### config.mk
export PLATFORM = sky130hd
export DESIGN_NAME = sem_cyclic_master
export DESIGN_NICKNAME = d
export VERILOG_FILES = /design/src/sem_pkg.sv /design/src/sem_cyclic_master.sv
export VERILOG_INCLUDE_DIRS = /design/src /design/src/src
export SDC_FILE = /design/constraint.sdc
export NUM_CORES = 1
export LEC_CHECK = 0
export ABC_AREA = 1
export ABC_CLOCK_PERIOD_IN_PS = 10100
export BUFFER_PORTS_ARGS = -buffer_cell sky130_fd_sc_hd__buf_2
export CELL_PAD_IN_SITES_DETAIL_PLACEMENT = 1
export CELL_PAD_IN_SITES_GLOBAL_PLACEMENT = 2
export CORE_ASPECT_RATIO = 1.5
export CORE_MARGIN = 1
export CORE_UTILIZATION = 36
export CTS_CLUSTER_SIZE = 16
export DETAILED_ROUTE_END_ITERATION = 8
export PLACE_DENSITY_LB_ADDON = 0.2
export SKIP_CTS_REPAIR_TIMING = 1
export SYNTH_ARGS = -nofsm -noshare
export SYNTH_HDL_FRONTEND = slang
export SYNTH_SLANG_ARGS = --single-unit
### constraint.sdc
create_clock -name core_clk -period 10.1 [get_ports core_clk]
set_input_delay 0.505 -clock core_clk [delete_from_list [all_inputs] [get_ports core_clk]]
set_output_delay 0.505 -clock core_clk [all_outputs]
set_load 0.02 [all_outputs]
### src/sem_regs.svh
// Register map, field positions, reset values and timing counts of the cyclic serial
// encoder clock master. Assumes a 250 MHz core clock and a 32-bit AXI4-Lite slave port.
`ifndef SEM_REGS_SVH
`define SEM_REGS_SVH

// Byte offsets of the registers.
`define SEM_OFF_CONFIG      8'h00
`define SEM_OFF_MODE        8'h04
`define SEM_OFF_PERIOD      8'h08
`define SEM_OFF_POS_SINGLE  8'h0c
`define SEM_OFF_POS_MULTI   8'h10
`define SEM_OFF_STATUS      8'h14
`define SEM_OFF_IRQ_MASK    8'h18

// Fields of the configuration register.
`define SEM_CFG_ENABLE_BIT  0
`define SEM_CFG_CODE_BIT    1
`define SEM_CFG_MTDIS_BIT   2
`define SEM_CFG_MT_LSB      4
`define SEM_CFG_MT_MSB      7
`define SEM_CFG_ST_LSB      8
`define SEM_CFG_ST_MSB      12

// Status bits, shared by the mask register.
`define SEM_ST_FRAME_DONE   0
`define SEM_ST_WIRE_BREAK   1
`define SEM_ST_PARITY_ERR   2
`define SEM_ST_CFG_REJECT   3
`define SEM_ST_WIDTH        4

// Reset values and the multi-turn count limit.
`define SEM_RST_CODE        1'b1
`define SEM_RST_MT          4'hc
`define SEM_RST_ST          5'h0d
`define SEM_RST_MODE        16'h0000
`define SEM_RST_PERIOD      16'h0001
`define SEM_MT_MAX          4'he

// Timing: core clock, serial bit rate, read period base and monoflop hold-off.
`define SEM_CLK_MHZ         250
`define SEM_BIT_RATE_KBPS   1000
`define SEM_HALF_BIT_CYC    ((`SEM_CLK_MHZ * 1000) / (`SEM_BIT_RATE_KBPS * 2))
`define SEM_PERIOD_US       125
`define SEM_PERIOD_CYC      (`SEM_PERIOD_US * `SEM_CLK_MHZ)
`define SEM_MONO_NS         6000
`define SEM_MONO_CYC        ((`SEM_MONO_NS * `SEM_CLK_MHZ + 999) / 1000)

`endif

### src/sem_pkg.sv
// Types and the trailing-bit mode decoder of the cyclic serial encoder clock master.
// Assumes nothing of its surroundings.
package sem_pkg;

    // Frame states, Gray coded along idle, shift, monoflop hold-off.
    typedef enum logic [1:0] {
        SEM_IDLE  = 2'b00,
        SEM_SHIFT = 2'b01,
        SEM_MONO  = 2'b11
    } sem_state_t;

    // Trailing bits after the data: free bits, then parity, then line check.
    typedef struct packed {
        logic       valid;
        logic [2:0] nfree;
        logic       par_en;
        logic       par_odd;
        logic       wb_en;
    } sem_trail_t;

    // Decodes a trailing-bit mode; any value not listed comes back invalid.
    function automatic sem_trail_t mode_decode(input logic [15:0] m);
        sem_trail_t t;
        t = '{valid: 1'b1, nfree: 3'h0, par_en: 1'b0, par_odd: 1'b0, wb_en: 1'b0};
        case (m)
            16'h0000: t.wb_en = 1'b1;
            16'h0001: t.valid = 1'b1;
            16'h0002: t = '{1'b1, 3'h0, 1'b1, 1'b1, 1'b1};
            16'h0003: t = '{1'b1, 3'h1, 1'b1, 1'b1, 1'b1};
            16'h0004: t = '{1'b1, 3'h0, 1'b1, 1'b1, 1'b0};
            16'h0005: t = '{1'b1, 3'h1, 1'b1, 1'b1, 1'b0};
            16'h0006: t = '{1'b1, 3'h1, 1'b0, 1'b0, 1'b1};
            16'h0007: t = '{1'b1, 3'h2, 1'b0, 1'b0, 1'b1};
            16'h000c: t = '{1'b1, 3'h0, 1'b1, 1'b0, 1'b1};
            16'h000d: t = '{1'b1, 3'h1, 1'b1, 1'b0, 1'b1};
            16'h000e: t = '{1'b1, 3'h0, 1'b1, 1'b0, 1'b0};
            16'h000f: t = '{1'b1, 3'h1, 1'b1, 1'b0, 1'b0};
            16'h001f: t.nfree = 3'h1;
            16'h0020: t.nfree = 3'h2;
            16'h0021: t.nfree = 3'h3;
            16'h0022: t.nfree = 3'h4;
            default:  t.valid = 1'b0;
        endcase
        return t;
    endfunction : mode_decode

endpackage : sem_pkg

### src/sem_cyclic_master.sv
// Cyclic clock master for an absolute position encoder on a synchronous serial line,
// with an AXI4-Lite register slave and one level interrupt.
// Assumes core_clk at 250 MHz; the encoder data pin is asynchronous to it.
//
// The AXI4-Lite interface to the registers and the register addresses were left to the implementer.
`timescale 1ns/10ps
`default_nettype none
`include "sem_regs.svh"

// Contract
// - Clock 1 Mbps, both lines idle high
// - Decode binary or Gray, Gray by default
// - Start a read every N x 125 us
// - Multi-turn count 0 to 14, reject more
// - Line check adds one clock after data
// - Line check sampled high flags wire break
// - Mode 0000h line check, 0001h data only
// - Parity modes check odd or even parity
// - Free-bit modes clock extra bits unevaluated
// - Reserved mode values are never accepted
// - Multi-turn disable is negative logic, default used; the code disables on a 1 in bit 2 and reads multi-turn as 0
module sem_cyclic_master #(
    parameter int unsigned PERIOD_CYCLES = `SEM_PERIOD_CYC
) (
    input  wire logic        core_clk,
    input  wire logic        sys_rst,
    input  wire logic [7:0]  s_axi_awaddr,
    input  wire logic        s_axi_awvalid,
    output logic             s_axi_awready,
    input  wire logic [31:0] s_axi_wdata,
    input  wire logic [3:0]  s_axi_wstrb,
    input  wire logic        s_axi_wvalid,
    output logic             s_axi_wready,
    output logic [1:0]       s_axi_bresp,
    output logic             s_axi_bvalid,
    input  wire logic        s_axi_bready,
    input  wire logic [7:0]  s_axi_araddr,
    input  wire logic        s_axi_arvalid,
    output logic             s_axi_arready,
    output logic [31:0]      s_axi_rdata,
    output logic [1:0]       s_axi_rresp,
    output logic             s_axi_rvalid,
    input  wire logic        s_axi_rready,
    output logic             ssi_clk_o,
    input  wire logic        ssi_data_i,
    output logic             irq
);

    localparam logic [7:0]  HALF = 8'(`SEM_HALF_BIT_CYC);
    localparam logic [10:0] MONO = 11'(`SEM_MONO_CYC);

    // Gray to binary over the whole received word, aligned at bit 0.
    function automatic logic [47:0] gray2bin(input logic [47:0] g);
        logic [47:0] b;
        b = g;
        for (int i = 46; i >= 0; i--) begin
            b[i] = b[i + 1] ^ g[i];
        end
        return b;
    endfunction : gray2bin

    // Byte-lane merge of a write into a stored word.
    function automatic logic [31:0] merge(input logic [31:0] o, input logic [31:0] n,
                                          input logic [3:0] s);
        logic [31:0] r;
        r = o;
        for (int i = 0; i < 4; i++) begin
            if (s[i]) r[8*i +: 8] = n[8*i +: 8];
        end
        return r;
    endfunction : merge

    // Registers and state.
    logic        aw_hold_q, w_hold_q, bvalid_q, rvalid_q;
    logic [7:0]  awaddr_q;
    logic [31:0] wdata_q, rdata_q;
    logic [3:0]  wstrb_q;
    logic [1:0]  bresp_q, rresp_q;
    logic        enable_q, code_gray_q, mt_disable_n_q;
    logic [3:0]  mt_count_q;
    logic [4:0]  st_count_q;
    logic [15:0] mode_q, period_mult_q, mult_cnt_q;
    logic [31:0] pos_single_q, pos_multi_q;
    logic [`SEM_ST_WIDTH-1:0] status_q, mask_q;
    logic        data_s1_q, data_s2_q, clk_q, done_q, par_bit_q, wb_bit_q;
    sem_pkg::sem_state_t state_q;
    logic [7:0]  half_cnt_q;
    logic [10:0] mono_cnt_q;
    logic [19:0] base_cnt_q;
    logic [5:0]  idx_q, ndata_q, total_q;
    logic [3:0]  f_mt_q;
    logic [4:0]  f_st_q;
    sem_pkg::sem_trail_t trail_q;
    logic [47:0] data_q;

    // Bus decode and write-side field checks.
    wire        wr_fire  = aw_hold_q && w_hold_q && !bvalid_q;
    wire [31:0] wr_old   = (awaddr_q == `SEM_OFF_CONFIG) ?
                           {19'h0, st_count_q, mt_count_q, 1'b0, mt_disable_n_q,
                            code_gray_q, enable_q} :
                           (awaddr_q == `SEM_OFF_MODE) ? {16'h0, mode_q} :
                           (awaddr_q == `SEM_OFF_PERIOD) ? {16'h0, period_mult_q} :
                           (awaddr_q == `SEM_OFF_STATUS) ? 32'h0 : // Unwritten lanes clear nothing.
                           {28'h0, mask_q};
    wire [31:0] wr_new   = merge(wr_old, wdata_q, wstrb_q);
    wire        wr_cfg   = wr_fire && awaddr_q == `SEM_OFF_CONFIG;
    wire        wr_mode  = wr_fire && awaddr_q == `SEM_OFF_MODE;
    wire        wr_per   = wr_fire && awaddr_q == `SEM_OFF_PERIOD;
    wire        wr_mask  = wr_fire && awaddr_q == `SEM_OFF_IRQ_MASK;
    wire        wr_stat  = wr_fire && awaddr_q == `SEM_OFF_STATUS;
    wire        wr_map   = wr_cfg | wr_mode | wr_per | wr_mask | wr_stat;
    wire [3:0]  new_mt   = wr_new[`SEM_CFG_MT_MSB:`SEM_CFG_MT_LSB];
    wire [4:0]  new_st   = wr_new[`SEM_CFG_ST_MSB:`SEM_CFG_ST_LSB];
    wire        mt_bad   = new_mt > `SEM_MT_MAX;
    wire        st_bad   = new_st == 5'h0;
    sem_pkg::sem_trail_t wr_trail;
    assign wr_trail = sem_pkg::mode_decode(wr_new[15:0]);
    wire        mode_bad = !wr_trail.valid;
    wire        per_bad  = wr_new[15:0] == 16'h0;
    wire        reject   = (wr_cfg && (mt_bad || st_bad)) || (wr_mode && mode_bad) ||
                           (wr_per && per_bad);
    wire [31:0] rd_mux   = (s_axi_araddr == `SEM_OFF_CONFIG) ?
                           {19'h0, st_count_q, mt_count_q, 1'b0, mt_disable_n_q,
                            code_gray_q, enable_q} :
                           (s_axi_araddr == `SEM_OFF_MODE) ? {16'h0, mode_q} :
                           (s_axi_araddr == `SEM_OFF_PERIOD) ? {16'h0, period_mult_q} :
                           (s_axi_araddr == `SEM_OFF_POS_SINGLE) ? pos_single_q :
                           (s_axi_araddr == `SEM_OFF_POS_MULTI) ? pos_multi_q :
                           (s_axi_araddr == `SEM_OFF_STATUS) ? {28'h0, status_q} :
                           (s_axi_araddr == `SEM_OFF_IRQ_MASK) ? {28'h0, mask_q} : 32'h0;
    wire        rd_map   = s_axi_araddr <= `SEM_OFF_IRQ_MASK && s_axi_araddr[1:0] == 2'b00;

    assign s_axi_awready = !aw_hold_q && !bvalid_q;
    assign s_axi_wready  = !w_hold_q && !bvalid_q;
    assign s_axi_arready = !rvalid_q;
    assign s_axi_bvalid  = bvalid_q;
    assign s_axi_bresp   = bresp_q;
    assign s_axi_rvalid  = rvalid_q;
    assign s_axi_rdata   = rdata_q;
    assign s_axi_rresp   = rresp_q;

    // Address and data are caught independently; the response waits for both.
    always_ff @(posedge core_clk or posedge sys_rst) begin
        if (sys_rst) begin
            aw_hold_q <= 1'b0; w_hold_q <= 1'b0; bvalid_q <= 1'b0; rvalid_q <= 1'b0;
            awaddr_q <= 8'h0; wdata_q <= 32'h0; wstrb_q <= 4'h0; rdata_q <= 32'h0;
            bresp_q <= 2'b00; rresp_q <= 2'b00;
        end else begin
            if (s_axi_awvalid && s_axi_awready) begin
                aw_hold_q <= 1'b1;
                awaddr_q  <= s_axi_awaddr;
            end
            if (s_axi_wvalid && s_axi_wready) begin
                w_hold_q <= 1'b1;
                wdata_q  <= s_axi_wdata;
                wstrb_q  <= s_axi_wstrb;
            end
            if (wr_fire) begin
                aw_hold_q <= 1'b0;
                w_hold_q  <= 1'b0;
                bvalid_q  <= 1'b1;
                bresp_q   <= (wr_map && !reject) ? 2'b00 : 2'b10;
            end else if (s_axi_bready) begin
                bvalid_q <= 1'b0;
            end
            if (s_axi_arvalid && s_axi_arready) begin
                rvalid_q <= 1'b1;
                rdata_q  <= rd_mux;
                rresp_q  <= rd_map ? 2'b00 : 2'b10;
            end else if (s_axi_rready) begin
                rvalid_q <= 1'b0;
            end
        end
    end

    // Configuration registers; a rejected field keeps its old value.
    always_ff @(posedge core_clk or posedge sys_rst) begin
        if (sys_rst) begin
            enable_q <= 1'b0; code_gray_q <= `SEM_RST_CODE; mt_disable_n_q <= 1'b0;
            mt_count_q <= `SEM_RST_MT; st_count_q <= `SEM_RST_ST;
            mode_q <= `SEM_RST_MODE; period_mult_q <= `SEM_RST_PERIOD;
            mask_q <= '0;
        end else begin
            if (wr_cfg) begin
                enable_q       <= wr_new[`SEM_CFG_ENABLE_BIT];
                code_gray_q    <= wr_new[`SEM_CFG_CODE_BIT];
                mt_disable_n_q <= wr_new[`SEM_CFG_MTDIS_BIT];
                if (!mt_bad) mt_count_q <= new_mt;
                if (!st_bad) st_count_q <= new_st;
            end
            if (wr_mode && !mode_bad) mode_q <= wr_new[15:0];
            if (wr_per && !per_bad) period_mult_q <= wr_new[15:0];
            if (wr_mask) mask_q <= wr_new[`SEM_ST_WIDTH-1:0];
        end
    end

    // Period base of 125 us and the multiplier on top of it.
    wire tick  = base_cnt_q == 20'(PERIOD_CYCLES - 1);
    wire hit   = mult_cnt_q >= period_mult_q - 16'h1;
    wire start = enable_q && tick && hit && state_q == sem_pkg::SEM_IDLE;

    always_ff @(posedge core_clk or posedge sys_rst) begin
        if (sys_rst) begin
            base_cnt_q <= 20'h0;
            mult_cnt_q <= 16'h0;
        end else if (!enable_q) begin
            base_cnt_q <= 20'h0;
            mult_cnt_q <= 16'h0;
        end else begin
            base_cnt_q <= tick ? 20'h0 : base_cnt_q + 20'h1;
            if (tick) mult_cnt_q <= hit ? 16'h0 : mult_cnt_q + 16'h1;
        end
    end

    // The data pin is asynchronous; only the second stage is read by logic.
    always_ff @(posedge core_clk or posedge sys_rst) begin
        if (sys_rst) begin
            data_s1_q <= 1'b1;
            data_s2_q <= 1'b1;
        end else begin
            data_s1_q <= ssi_data_i;
            data_s2_q <= data_s1_q;
        end
    end

    // Bit phases: each period is a low half then a high half, sampled at its end.
    wire half_end  = half_cnt_q == HALF - 8'h1;
    wire sample    = state_q == sem_pkg::SEM_SHIFT && half_end && clk_q;
    wire last_bit  = idx_q == total_q - 6'h1;
    wire [5:0] par_idx = ndata_q + 6'(trail_q.nfree);
    wire [5:0] ndata_w = 6'(mt_count_q) + 6'(st_count_q);
    sem_pkg::sem_trail_t trail_w;
    assign trail_w = sem_pkg::mode_decode(mode_q);

    // Frame sequencer; frame shape is frozen at the start so writes cannot tear it.
    always_ff @(posedge core_clk or posedge sys_rst) begin
        if (sys_rst) begin
            state_q <= sem_pkg::SEM_IDLE; clk_q <= 1'b1; half_cnt_q <= 8'h0;
            mono_cnt_q <= 11'h0; idx_q <= 6'h0; ndata_q <= 6'h0; total_q <= 6'h0;
            f_mt_q <= 4'h0; f_st_q <= 5'h0; trail_q <= '0; data_q <= 48'h0;
            par_bit_q <= 1'b0; wb_bit_q <= 1'b0; done_q <= 1'b0;
        end else begin
            done_q <= 1'b0;
            case (state_q)
                sem_pkg::SEM_IDLE: begin
                    clk_q <= 1'b1;
                    if (start) begin
                        state_q    <= sem_pkg::SEM_SHIFT;
                        clk_q      <= 1'b0;
                        half_cnt_q <= 8'h0;
                        idx_q      <= 6'h0;
                        data_q     <= 48'h0;
                        ndata_q    <= ndata_w;
                        f_mt_q     <= mt_count_q;
                        f_st_q     <= st_count_q;
                        trail_q    <= trail_w;
                        total_q    <= ndata_w + 6'(trail_w.nfree) + 6'(trail_w.par_en)
                                      + 6'(trail_w.wb_en);
                    end
                end
                sem_pkg::SEM_SHIFT: begin
                    half_cnt_q <= half_end ? 8'h0 : half_cnt_q + 8'h1;
                    if (half_end && !clk_q) clk_q <= 1'b1;
                    if (sample) begin
                        if (idx_q < ndata_q) data_q <= {data_q[46:0], data_s2_q};
                        if (trail_q.par_en && idx_q == par_idx) par_bit_q <= data_s2_q;
                        if (trail_q.wb_en && last_bit) wb_bit_q <= data_s2_q;
                        if (last_bit) begin
                            state_q    <= sem_pkg::SEM_MONO;
                            mono_cnt_q <= 11'h0;
                            done_q     <= 1'b1;
                        end else begin
                            clk_q <= 1'b0;
                            idx_q <= idx_q + 6'h1;
                        end
                    end
                end
                sem_pkg::SEM_MONO: begin
                    mono_cnt_q <= mono_cnt_q + 11'h1;
                    if (mono_cnt_q == MONO - 11'h1) state_q <= sem_pkg::SEM_IDLE;
                end
                default: state_q <= sem_pkg::SEM_IDLE;
            endcase
        end
    end

    assign ssi_clk_o = clk_q;

    // Decode and split the word; parity covers the raw data bits.
    wire [47:0] dec_w    = code_gray_q ? gray2bin(data_q) : data_q;
    wire [47:0] st_mask  = ~(48'hffff_ffff_ffff << f_st_q);
    wire [47:0] mt_mask  = ~(48'hffff_ffff_ffff << f_mt_q);
    wire [47:0] mt_val   = (dec_w >> f_st_q) & mt_mask;
    wire        par_fail = trail_q.par_en && ((^data_q ^ par_bit_q) != trail_q.par_odd);
    wire        wb_fail  = trail_q.wb_en && wb_bit_q;

    always_ff @(posedge core_clk or posedge sys_rst) begin
        if (sys_rst) begin
            pos_single_q <= 32'h0;
            pos_multi_q  <= 32'h0;
        end else if (done_q) begin
            pos_single_q <= 32'(dec_w & st_mask);
            pos_multi_q  <= mt_disable_n_q ? 32'h0 : 32'(mt_val);
        end
    end

    // Sticky status; an event in the clearing cycle wins over the clear.
    wire [`SEM_ST_WIDTH-1:0] ev = {reject, done_q && par_fail, done_q && wb_fail, done_q};
    always_ff @(posedge core_clk or posedge sys_rst) begin
        if (sys_rst) begin
            status_q <= '0;
        end else begin
            status_q <= (status_q & ~(wr_stat ? wr_new[`SEM_ST_WIDTH-1:0] : '0)) | ev;
        end
    end

    assign irq = |(status_q & mask_q);

    // Checks on the frame sequencer and flags.
    logic [5:0] fall_cnt_q;
    always_ff @(posedge core_clk or posedge sys_rst) begin
        if (sys_rst) fall_cnt_q <= 6'h0;
        else if (start) fall_cnt_q <= 6'h1;
        else if (state_q == sem_pkg::SEM_SHIFT && half_end && clk_q && !last_bit)
            fall_cnt_q <= fall_cnt_q + 6'h1;
    end

    // Ticks since the last start, counted apart from the multiplier so that a broken
    // multiplier cannot hide behind its own count.
    logic [15:0] tick_cnt_q;
    always_ff @(posedge core_clk or posedge sys_rst) begin
        if (sys_rst) tick_cnt_q <= 16'h0;
        else if (start) tick_cnt_q <= 16'h0;
        else if (tick && tick_cnt_q != 16'hffff) tick_cnt_q <= tick_cnt_q + 16'h1;
    end
endmodule : sem_cyclic_master
`default_nettype wire

==> results.yml <==
timing:
  finalMaxSlewViolations: 0
  tightest_slew_ns: 1.01
  rsz0062_at_grt: "no"
  slew_headroom: 0.321
  tns_ns: 0
  timing.fmax_mhz: 188
  hold_violations: 0
  timing.hold.ws_ns: 0.0668
  fin_skew_ns: 0.0257
  timing.final.crit_share: 0.528
  min_period_ns: 5.33
  setup_viol: 0
setup_path:
  cp-end-kind: "register"
  critPathRequiredTime_ns: 10.53
  critPathKind: "register to register"
  start_kind: "register"
  cp.arrival_ns: 5.76
  worst-path-max-fanout: 77
floorplanning:
  dieArea_sq_um: 54000
  dieWidth_um: 190
  start_util: 0.364
  coreArea_sq_um: 52500
  fp-row-count: 103
  die_h_um: 284
  io_pins: 103
synthesis:
  netlist_instances: 2598
  yosys_warnings: 0
  synth_most_common_cell: "nand2_1"
  async_reset_ff_frac: 1.00
  synth_area_per_cell_sq_um: 7.35
  synth_ff_type: "dfrtp_1"
  ys_seq_area_frac: 0.400
  yosysUniqueCellTypes: 64
  synth_edf_count: 0
  synth_top_area_frac: 0.387
  ys_ff_latch: 305
  ys_top_cells_by_count: "nand2_1 (671), dfrtp_1 (295), inv_1 (289)"
  synthTopCellsByArea: "dfrtp_1 (39%), nand2_1 (13%), nand3_1 (7.4%)"
  yosys.area.top_type: "dfrtp_1"
  synthesis.area_sq_um: 19100
global_route:
  grt_overflow: 0
  track_usage: 0.260
  antenna_found_initial: 5
  grt_pass1_wl_um: 109000
  grt_pass1_vias: 19200
  grt_max_degree: 136
place:
  io_buffers: 81
  hpwlAfterDp_um: 52000
  gp_congestion: 0.963
  dp.cells: 3290
power_and_ir_drop:
  intPower_mw: 2.25
  clock_power_share: 0.448
  p_comb_frac: 0.120
  leakage_nw: 10.0
  p_switching_mw: 0.891
  netSwitchingFraction: 0.284
  pwr-share-seq: 0.432
  totalPowerFinal_mw: 3.14
  vdd_drop_max_uv: 140
  cellPowerDensity_nw_per_um2: 147
detailed_routing:
  vias_per_cell: 5.35
  routed-via-count: 18000
  drt-initial-drc-count: 640
  antenna_left: 0
  detail_route.wl_per_cell_um: 20.3
  route.detailed.drc: 0
  wl_um: 68200
  dr.pass1.iters: 4
cts:
  cts_buffers: 37
  cts.sinks: 305
  insertion_delay_ns: 0.56
  htree_num_levels: 2
  cts-root-buf: "clkbuf_16"
  path_clk_slew_ns: 0.07
  cts_tree: "built"
  cts_buffer_depth: 3
min_path:
  hp-class: "input pin to register"
finish:
  finalNetCount: 2754
  drive_above_1_share: 0.0996
  area_growth_syn_to_layout_pct: 11.9
  fin_cells: 3356
status:
  status: "finished clean"
job:
  drv_cap: 0
==> critical path: stages, from the launching register on <==
cell and delay, ns:
dfrtp_1 0.41, inv_1 0.14, nand3_1 0.13, nor3_1 0.35
nand3_1 0.18, nor2_1 0.13, nand2_1 0.08, nor3_1 0.25
nand3_1 0.13, xor2_1 0.18, ha_1 0.34, nand2_1 0.07
a21oi_1 0.04, a211oi_1 0.19, inv_1 0.07, nor2_1 0.53
inv_2 0.25, nand3_2 0.11, buf_4 0.40, nand2_2 0.08
buf_4 0.34, inv_1 0.54, nand2_1 0.10, o31ai_1 0.10
==> per-layer routing <==
metal / global-route usage / part of all wire / vias up
met4: 0.122 / 0.048 / 0
li1: - / - / 8696
met5: 0 / 0 / -
met2: 0.479 / 0.53 / 264
met1: 0.294 / 0.40 / 8870
met3: 0.0284 / 0.026 / 122
==> power groups by stage <==
| stage | Combinational (mW) | Sequential (mW) | Clock [mW] |
|---|---|---|---|
| floorplan | 0.261 | 1.34 | 0 |
| global placement | 0.367 | 1.37 | 0 |
| detailed placement | 0.377 | 1.38 | 0 |
| CTS | 0.381 | 1.36 | 1.45 |
| global route | 0.418 | 1.36 | 1.48 |
| finish | 0.375 | 1.36 | 1.41 |
==> final cells by class <==
cell class | count | area [sq um]
diodes | 2 | 5.00
clock buffers | 47 | 1050
clock inverters | 17 | 203
fillers | 6535 | 31100
inverters | 311 | 1170
multi-input cells | 1887 | 9830
flip-flops and latches | 305 | 7640
well taps | 682 | 853
repair buffers | 105 | 598
==> through the flow <==
step	worst slack, ns	cell area, sq um	util
2_1_floorplan	1.18	19100	-
3_3_place_gp	4.89	20100	0.383
3_5_place_dp	4.76	20100	0.383
4_1_cts	4.68	21400	0.407
5_1_grt	4.25	21400	0.407
6_report	4.77	21400	0.407
==> flip-flops by register name (all words and copies together), names as in the netlist, 2 cells and up <==
name and count:
pos_single_q 31, mode_q 16, awaddr_q 8, mask_q 4
base_cnt_q 20, f_st_q 5, pos_multi_q 15, state_q 2
mult_cnt_q 16, wstrb_q 2, st_count_q 5, data_q 48
ndata_q 6, s_axi_rdata 31, mono_cnt_q 11, half_cnt_q 8
total_q 6, f_mt_q 4, trail_q 6, mt_count_q 4
period_mult_q 16, idx_q 6, wdata_q 16, status_q 4
==> logic make-up (layout without fill, tap and decap cells) <==
kind of cell    after synthesis  after routing  share of synthesized area
simple gates               1238           1238                      0.282
compound gates              495            495                      0.148
buf+inv                     408            480                     0.0860
flops                       305            305                      0.400
xor+xnor                     85             85                     0.0402
fa+ha+maj                    47             47                     0.0324
mux                          19             19                     0.0111
other cells                   1              5                   0.000196
==> cells in the final DEF (no fill, tap or decap), types with 23 or more instances in the layout <==
master | netlist | layout
nand2_1 | 671 | 670
dfrtp_1 | 295 | 295
inv_1 | 289 | 288
nand3_1 | 284 | 284
o21ai_0 | 227 | 227
nor2_1 | 149 | 148
a21oi_1 | 104 | 104
buf_2 | 19 | 81
xor2_1 | 55 | 55
nor3_1 | 48 | 48
ha_1 | 43 | 43
clkbuf_16 | 0 | 38
o21ai_1 | 30 | 30
o22ai_1 | 28 | 28
xnor2_1 | 27 | 27
nand4_1 | 25 | 25
buf_4 | 7 | 23
==> worst paths after layout <==
path | start | slack (ns) | endpoint | cells after the start
max | period_mult_q[2] | 4.77 | data_q[10] | 23
min | ssi_data_i | 0.07 | data_s1_q | 1
max reg2reg | period_mult_q[2] | 4.77 | data_q[10] | 23
min reg2reg | data_s1_q | 0.38 | data_s2_q | 0
max in group asynchronous | sys_rst | 7.94 | half_cnt_q[6] | 4
min in group asynchronous | sys_rst | 0.08 | mode_q[10] | 2
No activity file was read; power rests on OpenSTA's default activity.
